**src/mpg_map.svh**
```systemverilog
`ifndef MPG_MAP_SVH
`define MPG_MAP_SVH

// Byte addresses of the output latches (port n at base + 4*n).
`define MPG_LATCH_BASE     12'h000
// Byte addresses of the direction registers (port n at base + 4*n).
`define MPG_DIR_BASE       12'h020
`define MPG_PULLUP_OPTION_LOW_REG_ADDR      12'h040
`define MPG_MEMX_ADDR      12'h044
`define MPG_KEYR_ADDR      12'h048

// Reset values.
`define MPG_DIR_RST        8'hFF
`define MPG_LATCH_RST      8'h00
`define MPG_PULLUP_OPTION_LOW_REG_RST       8'h00
`define MPG_MEMX_RST       8'h02
`define MPG_KEYR_RST       8'h00

// Field positions of the memory expansion control register.
`define MPG_MEMX_EXT_BIT   0
`define MPG_MEMX_P4IN_BIT  1
`define MPG_MEMX_WAIT_BIT  2
// Field position of the key return control register.
`define MPG_KEYR_FLAG_BIT  0
// Pull-up option bit that serves the upper half of port six.
`define MPG_PORT_SIX_UPPER_PULLUP_BIT_BIT       6

// Port zero pins one to six form the pull-up group; pins zero and seven are inputs.
`define MPG_P0_IO_MASK     8'h7E
// Port six upper pins: read, write, wait, address strobe.
`define MPG_P6_BUS_ALL     8'hF0
`define MPG_P6_BUS_NOWAIT  8'hB0
`define MPG_P6_BUS_OUT     8'hB0

`endif

```
**src/mpg_pkg.sv**
```systemverilog
package mpg_pkg;

	// Pad side of all seven ports.
	typedef struct packed {
		logic [6:0][7:0] out;
		logic [6:0][7:0] oe;
		logic [6:0][7:0] pu;
	} mpg_pad_type;

	// External memory bus signals presented by the bus controller.
	typedef struct packed {
		logic [7:0] ad_out;
		logic       ad_oe;
		logic [7:0] addr_hi;
		logic       rd_n;
		logic       wr_n;
		logic       astb;
	} mpg_xbus_type;

	// APB request from the master.
	typedef struct packed {
		logic        psel;
		logic        penable;
		logic        pwrite;
		logic [11:0] paddr;
		logic [31:0] pwdata;
	} mpg_apb_req_type;

endpackage

```
**src/mpg_gpio.sv**
```systemverilog
// The register addresses and the APB slave port are this design's own decisions.
`include "mpg_map.svh"

// Overview of operation
// - Port zero pins one-six have per-bit direction.
// - Port zero pins zero, seven are input-only.
// - One bit pulls up port zero pins one-six in input.
// - Output level change on port zero raises request.
// - Reset puts every port pin into input.
// - Port one per-bit direction, one group pull-up.
// - Analog-selected port one pins never pulled up.
// - Port two per-bit direction, one group pull-up.
// - Port three per-bit direction, one group pull-up.
// - Port four direction set whole by expansion register.
// - Port four falling edge sets key flag.
// - Expansion mode: port four is address/data bus.
// - Port five per-bit direction, pull-up, upper address.
// - Port six has per-bit direction.
// - Pull-up bit six serves port six upper.
// - Port six lower pull-ups fixed, not software.
// - Expansion mode: port six upper carries bus strobes.
// - Unused wait leaves its pin general purpose.
// - Direction bit one means input, zero output.
// - Reset loads direction registers with all ones.

module mpg_gpio #(
	parameter bit         MASK_ROM   = 1'b1,
	parameter logic [3:0] MASK_P6_PU = 4'h0
) (
	// Clock and reset.
	input  wire logic                  clk_sys,
	input  wire logic                  rst_n,
	// APB slave.
	input  wire mpg_pkg::mpg_apb_req_type apb_req,
	output logic                       pready,
	output logic [31:0]                prdata,
	output logic                       pslverr,
	// Pads.
	input  wire logic [6:0][7:0]       pad_in,
	output mpg_pkg::mpg_pad_type       pad_q,
	// Analog converter input select on port one.
	input  wire logic [7:0]            adc_sel,
	// External memory bus controller.
	input  wire mpg_pkg::mpg_xbus_type xbus,
	output logic                       ext_wait_q,
	// External interrupt requests from port zero, one-cycle pulses.
	output logic [7:0]                 ext_irq_q,
	// Key test input flag level.
	output logic                       key_flag_q
);
	import mpg_pkg::*;

	logic [6:0][7:0] latch_q;
	logic [6:0][7:0] dir_q;
	logic [7:0]      pullup_option_low_reg_q;
	logic [7:0]      memx_q;
	logic [7:0]      p4_prev_q;
	logic [6:0][7:0] xsel;
	logic [6:0][7:0] xval;
	logic [6:0][7:0] xoe;
	logic [6:0][7:0] dir_eff;
	logic [6:0][7:0] pu_grp;
	logic [6:0][7:0] in_mode;
	mpg_pad_type     pad_d;
	logic            acc;
	logic            wr_en;
	logic            hit_latch;
	logic            hit_dir;
	logic [2:0]      idx;
	logic [31:0]     rd_d;
	logic            err_d;
	logic            key_fall;

	// Register bases as typed constants so that their upper bits can be sliced.
	localparam logic [11:0] LATCH_BASE = `MPG_LATCH_BASE;
	localparam logic [11:0] DIR_BASE   = `MPG_DIR_BASE;

	//--------------------------------------------------------------------
	// APB slave
	//--------------------------------------------------------------------

	// Access phase gets one wait cycle; write and read complete with pready.
	assign acc   = apb_req.psel & apb_req.penable;
	assign wr_en = acc & pready & apb_req.pwrite & ~pslverr;
	assign idx   = apb_req.paddr[4:2];
	assign hit_latch = (apb_req.paddr[11:5] == LATCH_BASE[11:5]) && (idx != 3'h7) &&
	                   (apb_req.paddr[1:0] == 2'b00);
	assign hit_dir   = (apb_req.paddr[11:5] == DIR_BASE[11:5]) && (idx != 3'h7) &&
	                   (idx != 3'h4) && (apb_req.paddr[1:0] == 2'b00);

	// Read mux: input-mode pins read the pad, output-mode pins the latch.
	always_comb begin
		rd_d  = 32'h0000_0000;
		err_d = 1'b0;
		if (hit_latch) begin
			rd_d[7:0] = (pad_in[idx] & in_mode[idx]) | (latch_q[idx] & ~in_mode[idx]);
		end else if (hit_dir) begin
			rd_d[7:0] = dir_q[idx];
		end else if (apb_req.paddr == `MPG_PULLUP_OPTION_LOW_REG_ADDR) begin
			rd_d[7:0] = pullup_option_low_reg_q;
		end else if (apb_req.paddr == `MPG_MEMX_ADDR) begin
			rd_d[7:0] = memx_q;
		end else if (apb_req.paddr == `MPG_KEYR_ADDR) begin
			rd_d[`MPG_KEYR_FLAG_BIT] = key_flag_q;
		end else begin
			err_d = 1'b1;
		end
	end

	// Handshake and read data registers.
	always_ff @(posedge clk_sys or negedge rst_n) begin
		if (!rst_n) begin
			pready  <= 1'b0;
			prdata  <= 32'h0000_0000;
			pslverr <= 1'b0;
		end else begin
			pready  <= acc & ~pready;
			prdata  <= (acc & ~pready & ~apb_req.pwrite) ? rd_d : 32'h0000_0000;
			pslverr <= acc & ~pready & err_d;
		end
	end

	//--------------------------------------------------------------------
	// Control registers
	//--------------------------------------------------------------------

	// Output latches.
	always_ff @(posedge clk_sys or negedge rst_n) begin
		if (!rst_n) begin
			latch_q <= {7{`MPG_LATCH_RST}};
		end else if (wr_en && hit_latch) begin
			latch_q[idx] <= apb_req.pwdata[7:0];
		end
	end

	// Direction registers; one selects input.
	// all ones
	always_ff @(posedge clk_sys or negedge rst_n) begin
		if (!rst_n) begin
			dir_q <= {7{`MPG_DIR_RST}};
		end else if (wr_en && hit_dir) begin
			dir_q[idx] <= (idx == 3'h0) ? (apb_req.pwdata[7:0] | ~`MPG_P0_IO_MASK)
			                            : apb_req.pwdata[7:0];
		end
	end

	// Pull-up option and memory expansion control.
	always_ff @(posedge clk_sys or negedge rst_n) begin
		if (!rst_n) begin
			pullup_option_low_reg_q <= `MPG_PULLUP_OPTION_LOW_REG_RST;
			memx_q <= `MPG_MEMX_RST;
		end else if (wr_en) begin
			if (apb_req.paddr == `MPG_PULLUP_OPTION_LOW_REG_ADDR) begin
				pullup_option_low_reg_q <= apb_req.pwdata[7:0];
			end
			if (apb_req.paddr == `MPG_MEMX_ADDR) begin
				memx_q <= {5'h00, apb_req.pwdata[2:0]};
			end
		end
	end

	//--------------------------------------------------------------------
	// Key test input flag
	//--------------------------------------------------------------------

	assign key_fall = |(p4_prev_q & ~pad_in[4]);

	// A falling edge wins over a software clear in the same cycle.
	always_ff @(posedge clk_sys or negedge rst_n) begin
		if (!rst_n) begin
			p4_prev_q  <= 8'hFF;
			key_flag_q <= 1'b0;
		end else begin
			p4_prev_q <= pad_in[4];
			if (key_fall) begin
				key_flag_q <= 1'b1;
			end else if (wr_en && apb_req.paddr == `MPG_KEYR_ADDR) begin
				key_flag_q <= apb_req.pwdata[`MPG_KEYR_FLAG_BIT];
			end
		end
	end

	//--------------------------------------------------------------------
	// Alternate functions and pull-up groups
	//--------------------------------------------------------------------

	// External bus takes over ports four, five and port six pins four, five, seven, plus six when wait is used.
	always_comb begin
		xsel    = '0;
		xval    = '0;
		xoe     = '0;
		dir_eff = dir_q;
		dir_eff[4] = {8{memx_q[`MPG_MEMX_P4IN_BIT]}};
		if (memx_q[`MPG_MEMX_EXT_BIT]) begin
			xsel[4] = 8'hFF;
			xval[4] = xbus.ad_out;
			xoe[4]  = {8{xbus.ad_oe}};
			xsel[5] = 8'hFF;
			xval[5] = xbus.addr_hi;
			xoe[5]  = 8'hFF;
			xsel[6] = memx_q[`MPG_MEMX_WAIT_BIT] ? `MPG_P6_BUS_ALL : `MPG_P6_BUS_NOWAIT;
			xval[6] = {xbus.astb, 1'b0, xbus.wr_n, xbus.rd_n, 4'h0};
			xoe[6]  = `MPG_P6_BUS_OUT;
		end
	end

	// Group enables per pin before the input-mode gate.
	always_comb begin
		pu_grp[0] = {8{pullup_option_low_reg_q[0]}} & `MPG_P0_IO_MASK;
		pu_grp[1] = {8{pullup_option_low_reg_q[1]}} & ~adc_sel;
		pu_grp[2] = {8{pullup_option_low_reg_q[2]}};
		pu_grp[3] = {8{pullup_option_low_reg_q[3]}};
		pu_grp[4] = {8{pullup_option_low_reg_q[4]}};
		pu_grp[5] = {8{pullup_option_low_reg_q[5]}};
		pu_grp[6] = {{4{pullup_option_low_reg_q[`MPG_PORT_SIX_UPPER_PULLUP_BIT_BIT] & MASK_ROM}}, MASK_ROM ? MASK_P6_PU : 4'h0};
	end

	// Per-port pad drive.
	for (genvar p = 0; p < 7; p++) begin : g_port
		assign in_mode[p]   = (xsel[p] & ~xoe[p]) | (~xsel[p] & dir_eff[p]);
		assign pad_d.out[p] = (xsel[p] & xval[p]) | (~xsel[p] & latch_q[p]);
		assign pad_d.oe[p]  = ~in_mode[p];
		assign pad_d.pu[p]  = pu_grp[p] & in_mode[p];
	end

	//--------------------------------------------------------------------
	// Registered pad outputs and port zero requests
	//--------------------------------------------------------------------

	always_ff @(posedge clk_sys or negedge rst_n) begin
		if (!rst_n) begin
			pad_q      <= '0;
			ext_wait_q <= 1'b1;
		end else begin
			pad_q      <= pad_d;
			ext_wait_q <= pad_in[6][6] | ~memx_q[`MPG_MEMX_EXT_BIT] |
			              ~memx_q[`MPG_MEMX_WAIT_BIT];
		end
	end

	always_ff @(posedge clk_sys or negedge rst_n) begin
		if (!rst_n) begin
			ext_irq_q <= 8'h00;
		end else begin
			ext_irq_q <= pad_q.oe[0] & pad_d.oe[0] & (pad_q.out[0] ^ pad_d.out[0]);
		end
	end
endmodule

```
**config.mk**
```make
export PLATFORM = sky130hd
export DESIGN_NAME = mpg_gpio
export DESIGN_NICKNAME = d
export VERILOG_FILES = /design/src/mpg_pkg.sv /design/src/mpg_gpio.sv
export VERILOG_INCLUDE_DIRS = /design/src /design/src/src
export SDC_FILE = /design/constraint.sdc
export NUM_CORES = 1
export LEC_CHECK = 0
export ABC_AREA = 1
export BUFFER_PORTS_ARGS = -buffer_cell sky130_fd_sc_hd__buf_2
export CAP_MARGIN = 20
export CORE_MARGIN = 8
export CORE_UTILIZATION = 57
export DETAILED_ROUTE_END_ITERATION = 6
export PLACE_DENSITY = 0.84
export SLEW_MARGIN = 5
export SYNTH_ARGS = -nofsm -noshare
export SYNTH_HDL_FRONTEND = slang
export SYNTH_SLANG_ARGS = --single-unit
```
**constraint.sdc**
```tcl
create_clock -name clk_sys -period 4.9 [get_ports clk_sys]
set_input_delay 0.98 -clock clk_sys [delete_from_list [all_inputs] [get_ports clk_sys]]
set_output_delay 0.98 -clock clk_sys [all_outputs]
set_load 0.01 [all_outputs]
```
==> impl_metrics.tcl, run 1 <==
set metrics [dict create \
    cp_top_family "simple AND/OR/NAND/NOR gates" \
    h-tree-depth 1 \
    core_um2 21800 \
    crit_buf_inv 2 \
    seq_area_um2 7560 \
    insertion_delay_ps 550 \
    io-pin-count 345 \
    fmax_mhz 319 \
    gp_congestion 0.916 \
    path_cells "buf_2 -> inv_2 -> nand2_2 -> o21ai_0 -> nor2_1 -> nand2_1 -> nand3_1 -> nand2_1 -> nor2_1 -> nor2_1" \
    fp.dieW_um 165 \
    vias_per_cell 5.37 \
    clkTransAtPathRegs_ps 70 \
    cts_tree "done" \
    timing.final.crit_share_pct 63.9 \
    grt_overflow 0 \
    fin_nets 1804 \
    slew_viol_final 0 \
    critPathRequiredTime_ps 5330 \
    worst_path_largest_cell_delay_ps 650 \
    start_kind "input pin" \
    netlist_instances 1419 \
    io_buffers 290 \
    setup_viol 0 \
    synth_area_per_cell_um2 8.92 \
    drt-initial-drc-count 1033 \
    wl_per_cell_um 19.9 \
    first_pass_iters 5 \
    rsz0062_at_grt "no" \
    ant_nets 0 \
    outcome "finished clean" \
    drive_above_1_share_pct 26.5 \
    multi_input_area_um2 3950 \
    finalHoldViolCount 0 \
    drc 0 \
    cts_resized 0 \
    p_total_w 0.00498 \
    syn2layout_area_growth_pct 17.7 \
    antenna_found_initial 3 \
    power.density_nw_per_um2 334 \
    ys_warn_count 0 \
    relSlewSlack_pct 35.2 \
    finalWorstPathRequiredPeriod_ps 3130 \
    path_common_cell "nor2_1" \
    cap_violations 0 \
    clk_path_buf_depth 3 \
    routed_wl_um 39400 \
    numCtsBuffers 29 \
    cp-end-kind "register" \
    dpl.hpwl_um 27800 \
    rows 54 \
    fin_setup_tns_ps 0 \
    vias 10600 \
    cp.arrival_ps 3560 \
    grt_max_degree 127 \
    worstMarginPinSlew_ps 971 \
    postCtsSetupRepairBufs 0 \
    grt_usage_pct 28.6 \
    ys_seq_area_share_pct 59.8 \
    skew_ps 22.4 \
    synth_area_um2 12700 \
    synth_cell_type_count 36 \
    grt_pass1_wl_um 59500 \
    fill_cells 1756 \
    cts_num_sinks 299 \
    ys_ff_latch 299 \
    vdd_drop_max_mv 0.305 \
    fp.dieArea_um2 27200 \
    leakage_nw 7.85 \
    grt_pass1_vias 10600 \
    ctsHoldBuffers 0 \
    cp_slowest_cell "nand2_2" \
    crit_type "input pin to register" \
    start_util_pct 58.0 \
    root_buffer "clkbuf_16" \
    path_max_fanout 28 \
    fp.dieH_um 165 \
    min_path_type "register to register" \
]
-- cell families (layout without fill, tap and decap cells) --
| group | count (synthesis) | after routing | share of synthesized area, % |
|---|---|---|---|
| flops | 299 | 299 | 59.8 |
| other cells | 1 | 32 | 0.0296 |
| simple gates | 673 | 673 | 22.5 |
| compound gates | 188 | 188 | 7.76 |
| buf+inv | 258 | 504 | 9.92 |
-- placed cells by master, fill, tap and decap left out, types with 2 or more instances in the layout --
| cell type | synthesis | routed |
|---|---|---|
| diode_2 | 0 | 2 |
| inv_2 | 3 | 3 |
| buf_2 | 15 | 289 |
| or2_2 | 4 | 4 |
| nand2_2 | 7 | 7 |
| o21ai_1 | 111 | 111 |
| nor2_4 | 3 | 3 |
| nand3_1 | 52 | 52 |
| nand4_1 | 7 | 7 |
| dfrtp_1 | 233 | 233 |
| nor2_2 | 5 | 5 |
| buf_4 | 47 | 5 |
| o22ai_1 | 7 | 7 |
| bufinv_16 | 0 | 3 |
| nor3_1 | 11 | 11 |
| clkbuf_16 | 0 | 29 |
| a22oi_1 | 2 | 2 |
| nor2_1 | 149 | 149 |
| inv_6 | 0 | 2 |
| nor2_8 | 3 | 3 |
| o211ai_1 | 5 | 5 |
| nand2_4 | 12 | 12 |
| conb_1 | 1 | 30 |
| clkbuf_1 | 27 | 9 |
| nand2_1 | 416 | 416 |
| inv_1 | 149 | 149 |
| clkinv_2 | 0 | 8 |
| dfstp_2 | 66 | 66 |
| o21ai_0 | 48 | 48 |
| o21ai_2 | 2 | 2 |
| clkinv_4 | 0 | 2 |
| a21oi_1 | 11 | 11 |
-- synth_stat cells --
cell type    n  area share, %
a21oi_1     11           0.43
a22oi_1      2           0.12
and2_1       1          0.049
buf_1        3          0.089
buf_2       15           0.59
buf_4       47            2.8
buf_6       12            1.1
clkbuf_1    27           0.80
clkinv_1     1          0.030
conb_1       1          0.030
dfrtp_1    233             46
dfstp_2     66             14
inv_1      149            4.4
inv_2        3          0.089
inv_4        1          0.049
nand2_1    416             12
nand2_2      7           0.35
nand2_4     12            1.1
nand3_1     52            2.1
nand3_2      1          0.079
nand3_4      1           0.14
nand3b_1     1          0.059
nand4_1      7           0.35
nor2_1     149            4.4
nor2_2       5           0.25
nor2_4       3           0.27
nor2_8       3           0.47
nor3_1      11           0.43
o2111ai_1    1          0.069
o211ai_1     5           0.30
o21ai_0     48            1.9
o21ai_1    111            4.4
o21ai_2      2           0.14
o22ai_1      7           0.35
o311ai_0     1          0.069
or2_2        4           0.20
-- through the flow --
stage	worst slack, ps	area [µm²]	util, %	hold slack, ps	cells
final	1770	14900	68.3	367	1976
after floorplan	2640	12800	-	367	1448
after global placement	1430	14000	64.0	357	1920
after CTS	1940	14900	68.3	367	1974
after detailed placement	1390	14000	64.0	358	1920
after global routing	1720	14900	68.3	370	1976
-- flip-flops by register name, summed over array words and instances (netlist names) --
register and count:
ext_irq_q 8, pad_q 148, pullup_option_low_reg_q 8, dir_eff 48, latch_q 56, pslverr 1
p4_prev_q 8, dir_q 8, memx_q 3, prdata 8, pready 1, ext_wait_q 1
key_flag_q 1
-- worst paths after layout --
kind                                           endpoint                  start  slack, ps  cells after the start
worst min-delay path              dir_q[32]$_DFFE_PN1P_  dir_q[32]$_DFFE_PN1P_        370                      0
worst max-delay path                prdata[3]$_DFF_PN0_            apb_req[35]       1770                     10
worst min register to register    dir_q[32]$_DFFE_PN1P_  dir_q[32]$_DFFE_PN1P_        370                      0
min in group asynchronous       latch_q[25]$_DFFE_PN0P_                  rst_n        550                      1
worst max register to register      prdata[2]$_DFF_PN0_  memx_q[0]$_DFFE_PN0P_       2090                     10
max in group asynchronous        p4_prev_q[2]$_DFF_PN1_                  rst_n       3280                      2
-- per-layer routing --
metal / vias to the layer above / global-route usage (%) / wire length, µm
met4: 2 / 9.71 / 1030
met5: - / 0 / 8
li1: 4831 / - / -
met2: 650 / 46.5 / 18600
met3: 80 / 6.58 / 4130
met1: 5047 / 37.3 / 15600
-- area by class of cell --
cell class,count,area share [%]
sequential,299,50.8
multi-input combinational,891,26.5
timing repair buffer,296,10.2
clock buffer,39,5.19
inverter,154,3.90
tap,280,2.35
clock inverter,15,1.11
antenna,2,0.0336
-- power by group --
part           switching [W]  internal [W]  leakage, nW
logic               0.000216     0.0000694         3.69
clock network       0.000943       0.00127        0.466
registers         0.00000166       0.00248         3.69
total                0.00116       0.00382         7.85
Power figures use the tool's default switching activity.
==> run 2, diff against run 1 <==
--- a/config.mk
+++ b/config.mk
@@ -10,9 +10,9 @@
 export BUFFER_PORTS_ARGS = -buffer_cell sky130_fd_sc_hd__buf_2
 export CAP_MARGIN = 20
 export CORE_MARGIN = 8
-export CORE_UTILIZATION = 57
+export CORE_UTILIZATION = 48
 export DETAILED_ROUTE_END_ITERATION = 6
-export PLACE_DENSITY = 0.84
+export PLACE_DENSITY = 0.75
 export SLEW_MARGIN = 5
 export SYNTH_ARGS = -nofsm -noshare
 export SYNTH_HDL_FRONTEND = slang
==> constraint.sdc (replaced) <==
create_clock -name clk_sys -period 2.55 [get_ports clk_sys]
set_input_delay 0.51 -clock clk_sys [delete_from_list [all_inputs] [get_ports clk_sys]]
set_output_delay 0.51 -clock clk_sys [all_outputs]
set_load 0.01 [all_outputs]
==> impl_metrics.tcl, run 2 (synthesis gave the netlist of run 1 again) <==
set metrics [dict create \
    start_kind "register" \
    grt_max_degree 62 \
    placed_cell_area_um2 14300 \
    clk_path_buf_depth 3 \
    start_util_pct 48.7 \
    slew_viol_final 0 \
    cts_resized 0 \
    wl_per_cell_um 19.8 \
    worstMarginPinSlew_ps 891 \
    cp_slowest_cell "dfrtp_1" \
    crit_type "register to register" \
    rows 59 \
    cp-end-kind "register" \
    dpl.hpwl_um 29600 \
    routed_wl_um 40700 \
    h-tree-depth 1 \
    final_cell_mix "416 x nand2_1, 289 x buf_2, 233 x dfrtp_1" \
    globalRouteMet1Util_pct 33.6 \
    cap_violations 0 \
    path_max_fanout 11 \
    power.density_nw_per_um2 685 \
    grt_pass1_wl_um 61300 \
    clkTransAtPathRegs_ps 60 \
    grt_overflow 0 \
    fin_nets 1830 \
    fin_area_um2 15500 \
    path_common_cell "nor2_1" \
    syn2layout_area_growth_pct 22.3 \
    final_common_cell "nand2_1" \
    fin_ws_ps 623 \
    cts_num_sinks 299 \
    insertion_delay_ps 560 \
    cp_top_family "simple AND/OR/NAND/NOR gates" \
    relSlewSlack_pct 40.5 \
    holdWs_ps 61.3 \
    ant_nets 0 \
    min_path_type "input pin to register" \
    cts_tree "done" \
    use_met3_pct 6.03 \
    antenna_found_initial 3 \
    vdd_drop_max_mv 0.536 \
    final_core_util_pct 59.6 \
    worst_path_largest_cell_delay_ps 440 \
    busiest_layer "met2" \
    finalWorstPathRequiredPeriod_ps 1930 \
    cp.arrival_ps 2400 \
    critPathRequiredTime_ps 3020 \
    largest_register "pad_q" \
    skew_ps 24.9 \
    vias 10500 \
    numCtsBuffers 31 \
    crit_buf_inv 3 \
    timing.final.crit_share_pct 75.6 \
    drive_above_1_share_pct 27.9 \
    use_met2_pct 40.5 \
    ctsHoldBuffers 1 \
    root_buffer "clkbuf_16" \
    pre_cts_slack_ps 251 \
    io-pin-count 345 \
    first_pass_iters 7 \
    vias_per_cell 5.10 \
    io_buffers 290 \
    grt_pass1_vias 10700 \
    leakage_nw 8.09 \
    setup_viol 0 \
    grt_usage_pct 25.3 \
    failed_checks "DRC" \
    gp_congestion 0.922 \
    finalHoldViolCount 0 \
    fp.dieArea_um2 31800 \
    rsz0062_at_grt "no" \
    drc 5 \
    path_cells "clkinv_1 -> buf_4 -> nand2_1 -> nor2_1 -> nor2_1 -> nand2_1 -> o21ai_0 -> inv_1 -> nor2_1 -> nor2_1 -> nor2_1" \
    fp.dieH_um 178 \
    core_um2 26000 \
    postCtsSetupRepairBufs 0 \
    fmax_mhz 519 \
    largest_reg_flops 148 \
    drt-initial-drc-count 978 \
    fin_setup_tns_ps 0 \
    fp.dieW_um 178 \
    outcome "complete, but fails checks" \
]
run 2: cell types whose count changed in the layout (fill, tap and decap cells not counted), sizes merged:
| cell | previous run | this run |
|---|---|---|
| buf | 296 | 319 |
| bufinv | 3 | 10 |
| clkinv | 11 | 7 |
| clkinvlp | 0 | 3 |
| diode | 2 | 5 |
| inv | 155 | 153 |
| clkbuf | 39 | 38 |
| dlygate4sd3 | 0 | 1 |
run 2: final cells by class:
type                       instances  area [µm²]
tap                              335         419
antenna                            5        12.5
sequential                       299        7560
fill                            2240       10500
clock inverter                    19         364
multi-input combinational        891        3950
inverter                         154         581
timing repair buffer             320        1750
clock buffer                      38         842
run 2: per-layer routing:
metal	vias to the layer above	wire (µm)
li1	4903	-
met1	4968	16600
met2	564	18600
met3	71	4360
met4	0	1080
met5	-	0
run 2: worst reg2reg max path, stage by stage (launching register included):
cell,delay (ps)
dfrtp_1,440
clkinv_1,280
buf_4,290
nand2_1,140
nor2_1,70
nor2_1,180
nand2_1,70
o21ai_0,70
inv_1,60
nor2_1,130
nor2_1,60
nor2_1,80
run 2: per-stage QoR:
stage	cells	total power [W]
finish	2061	0.0106
detailed placement	1998	0.00542
floorplan	1448	0.00512
global route	2058	0.0109
global placement	1998	0.00542
CTS	2056	0.0107
run 2: final timing paths:
kind	to	slack (ps)	from	depth (start not counted)
max in group asynchronous	dir_eff[29]$_DFFE_PN1P_	1300	rst_n	3
max reg2reg	prdata[3]$_DFF_PN0_	620	memx_q[0]$_DFFE_PN0P_	11
min reg2reg	dir_q[32]$_DFFE_PN1P_	370	dir_q[32]$_DFFE_PN1P_	0
max	prdata[3]$_DFF_PN0_	620	memx_q[0]$_DFFE_PN0P_	11
min in group asynchronous	pad_q[141]$_DFF_PN0_	470	rst_n	2
min	p4_prev_q[1]$_DFF_PN1_	60	pad_in[33]	1
run 2: report_power, final:
part	internal [W]	leakage, nW	switching, W
clock network	0.00336	0.580	0.00190
logic	0.000161	3.83	0.000422
registers	0.00476	3.69	0.00000324
total	0.00828	8.09	0.00233
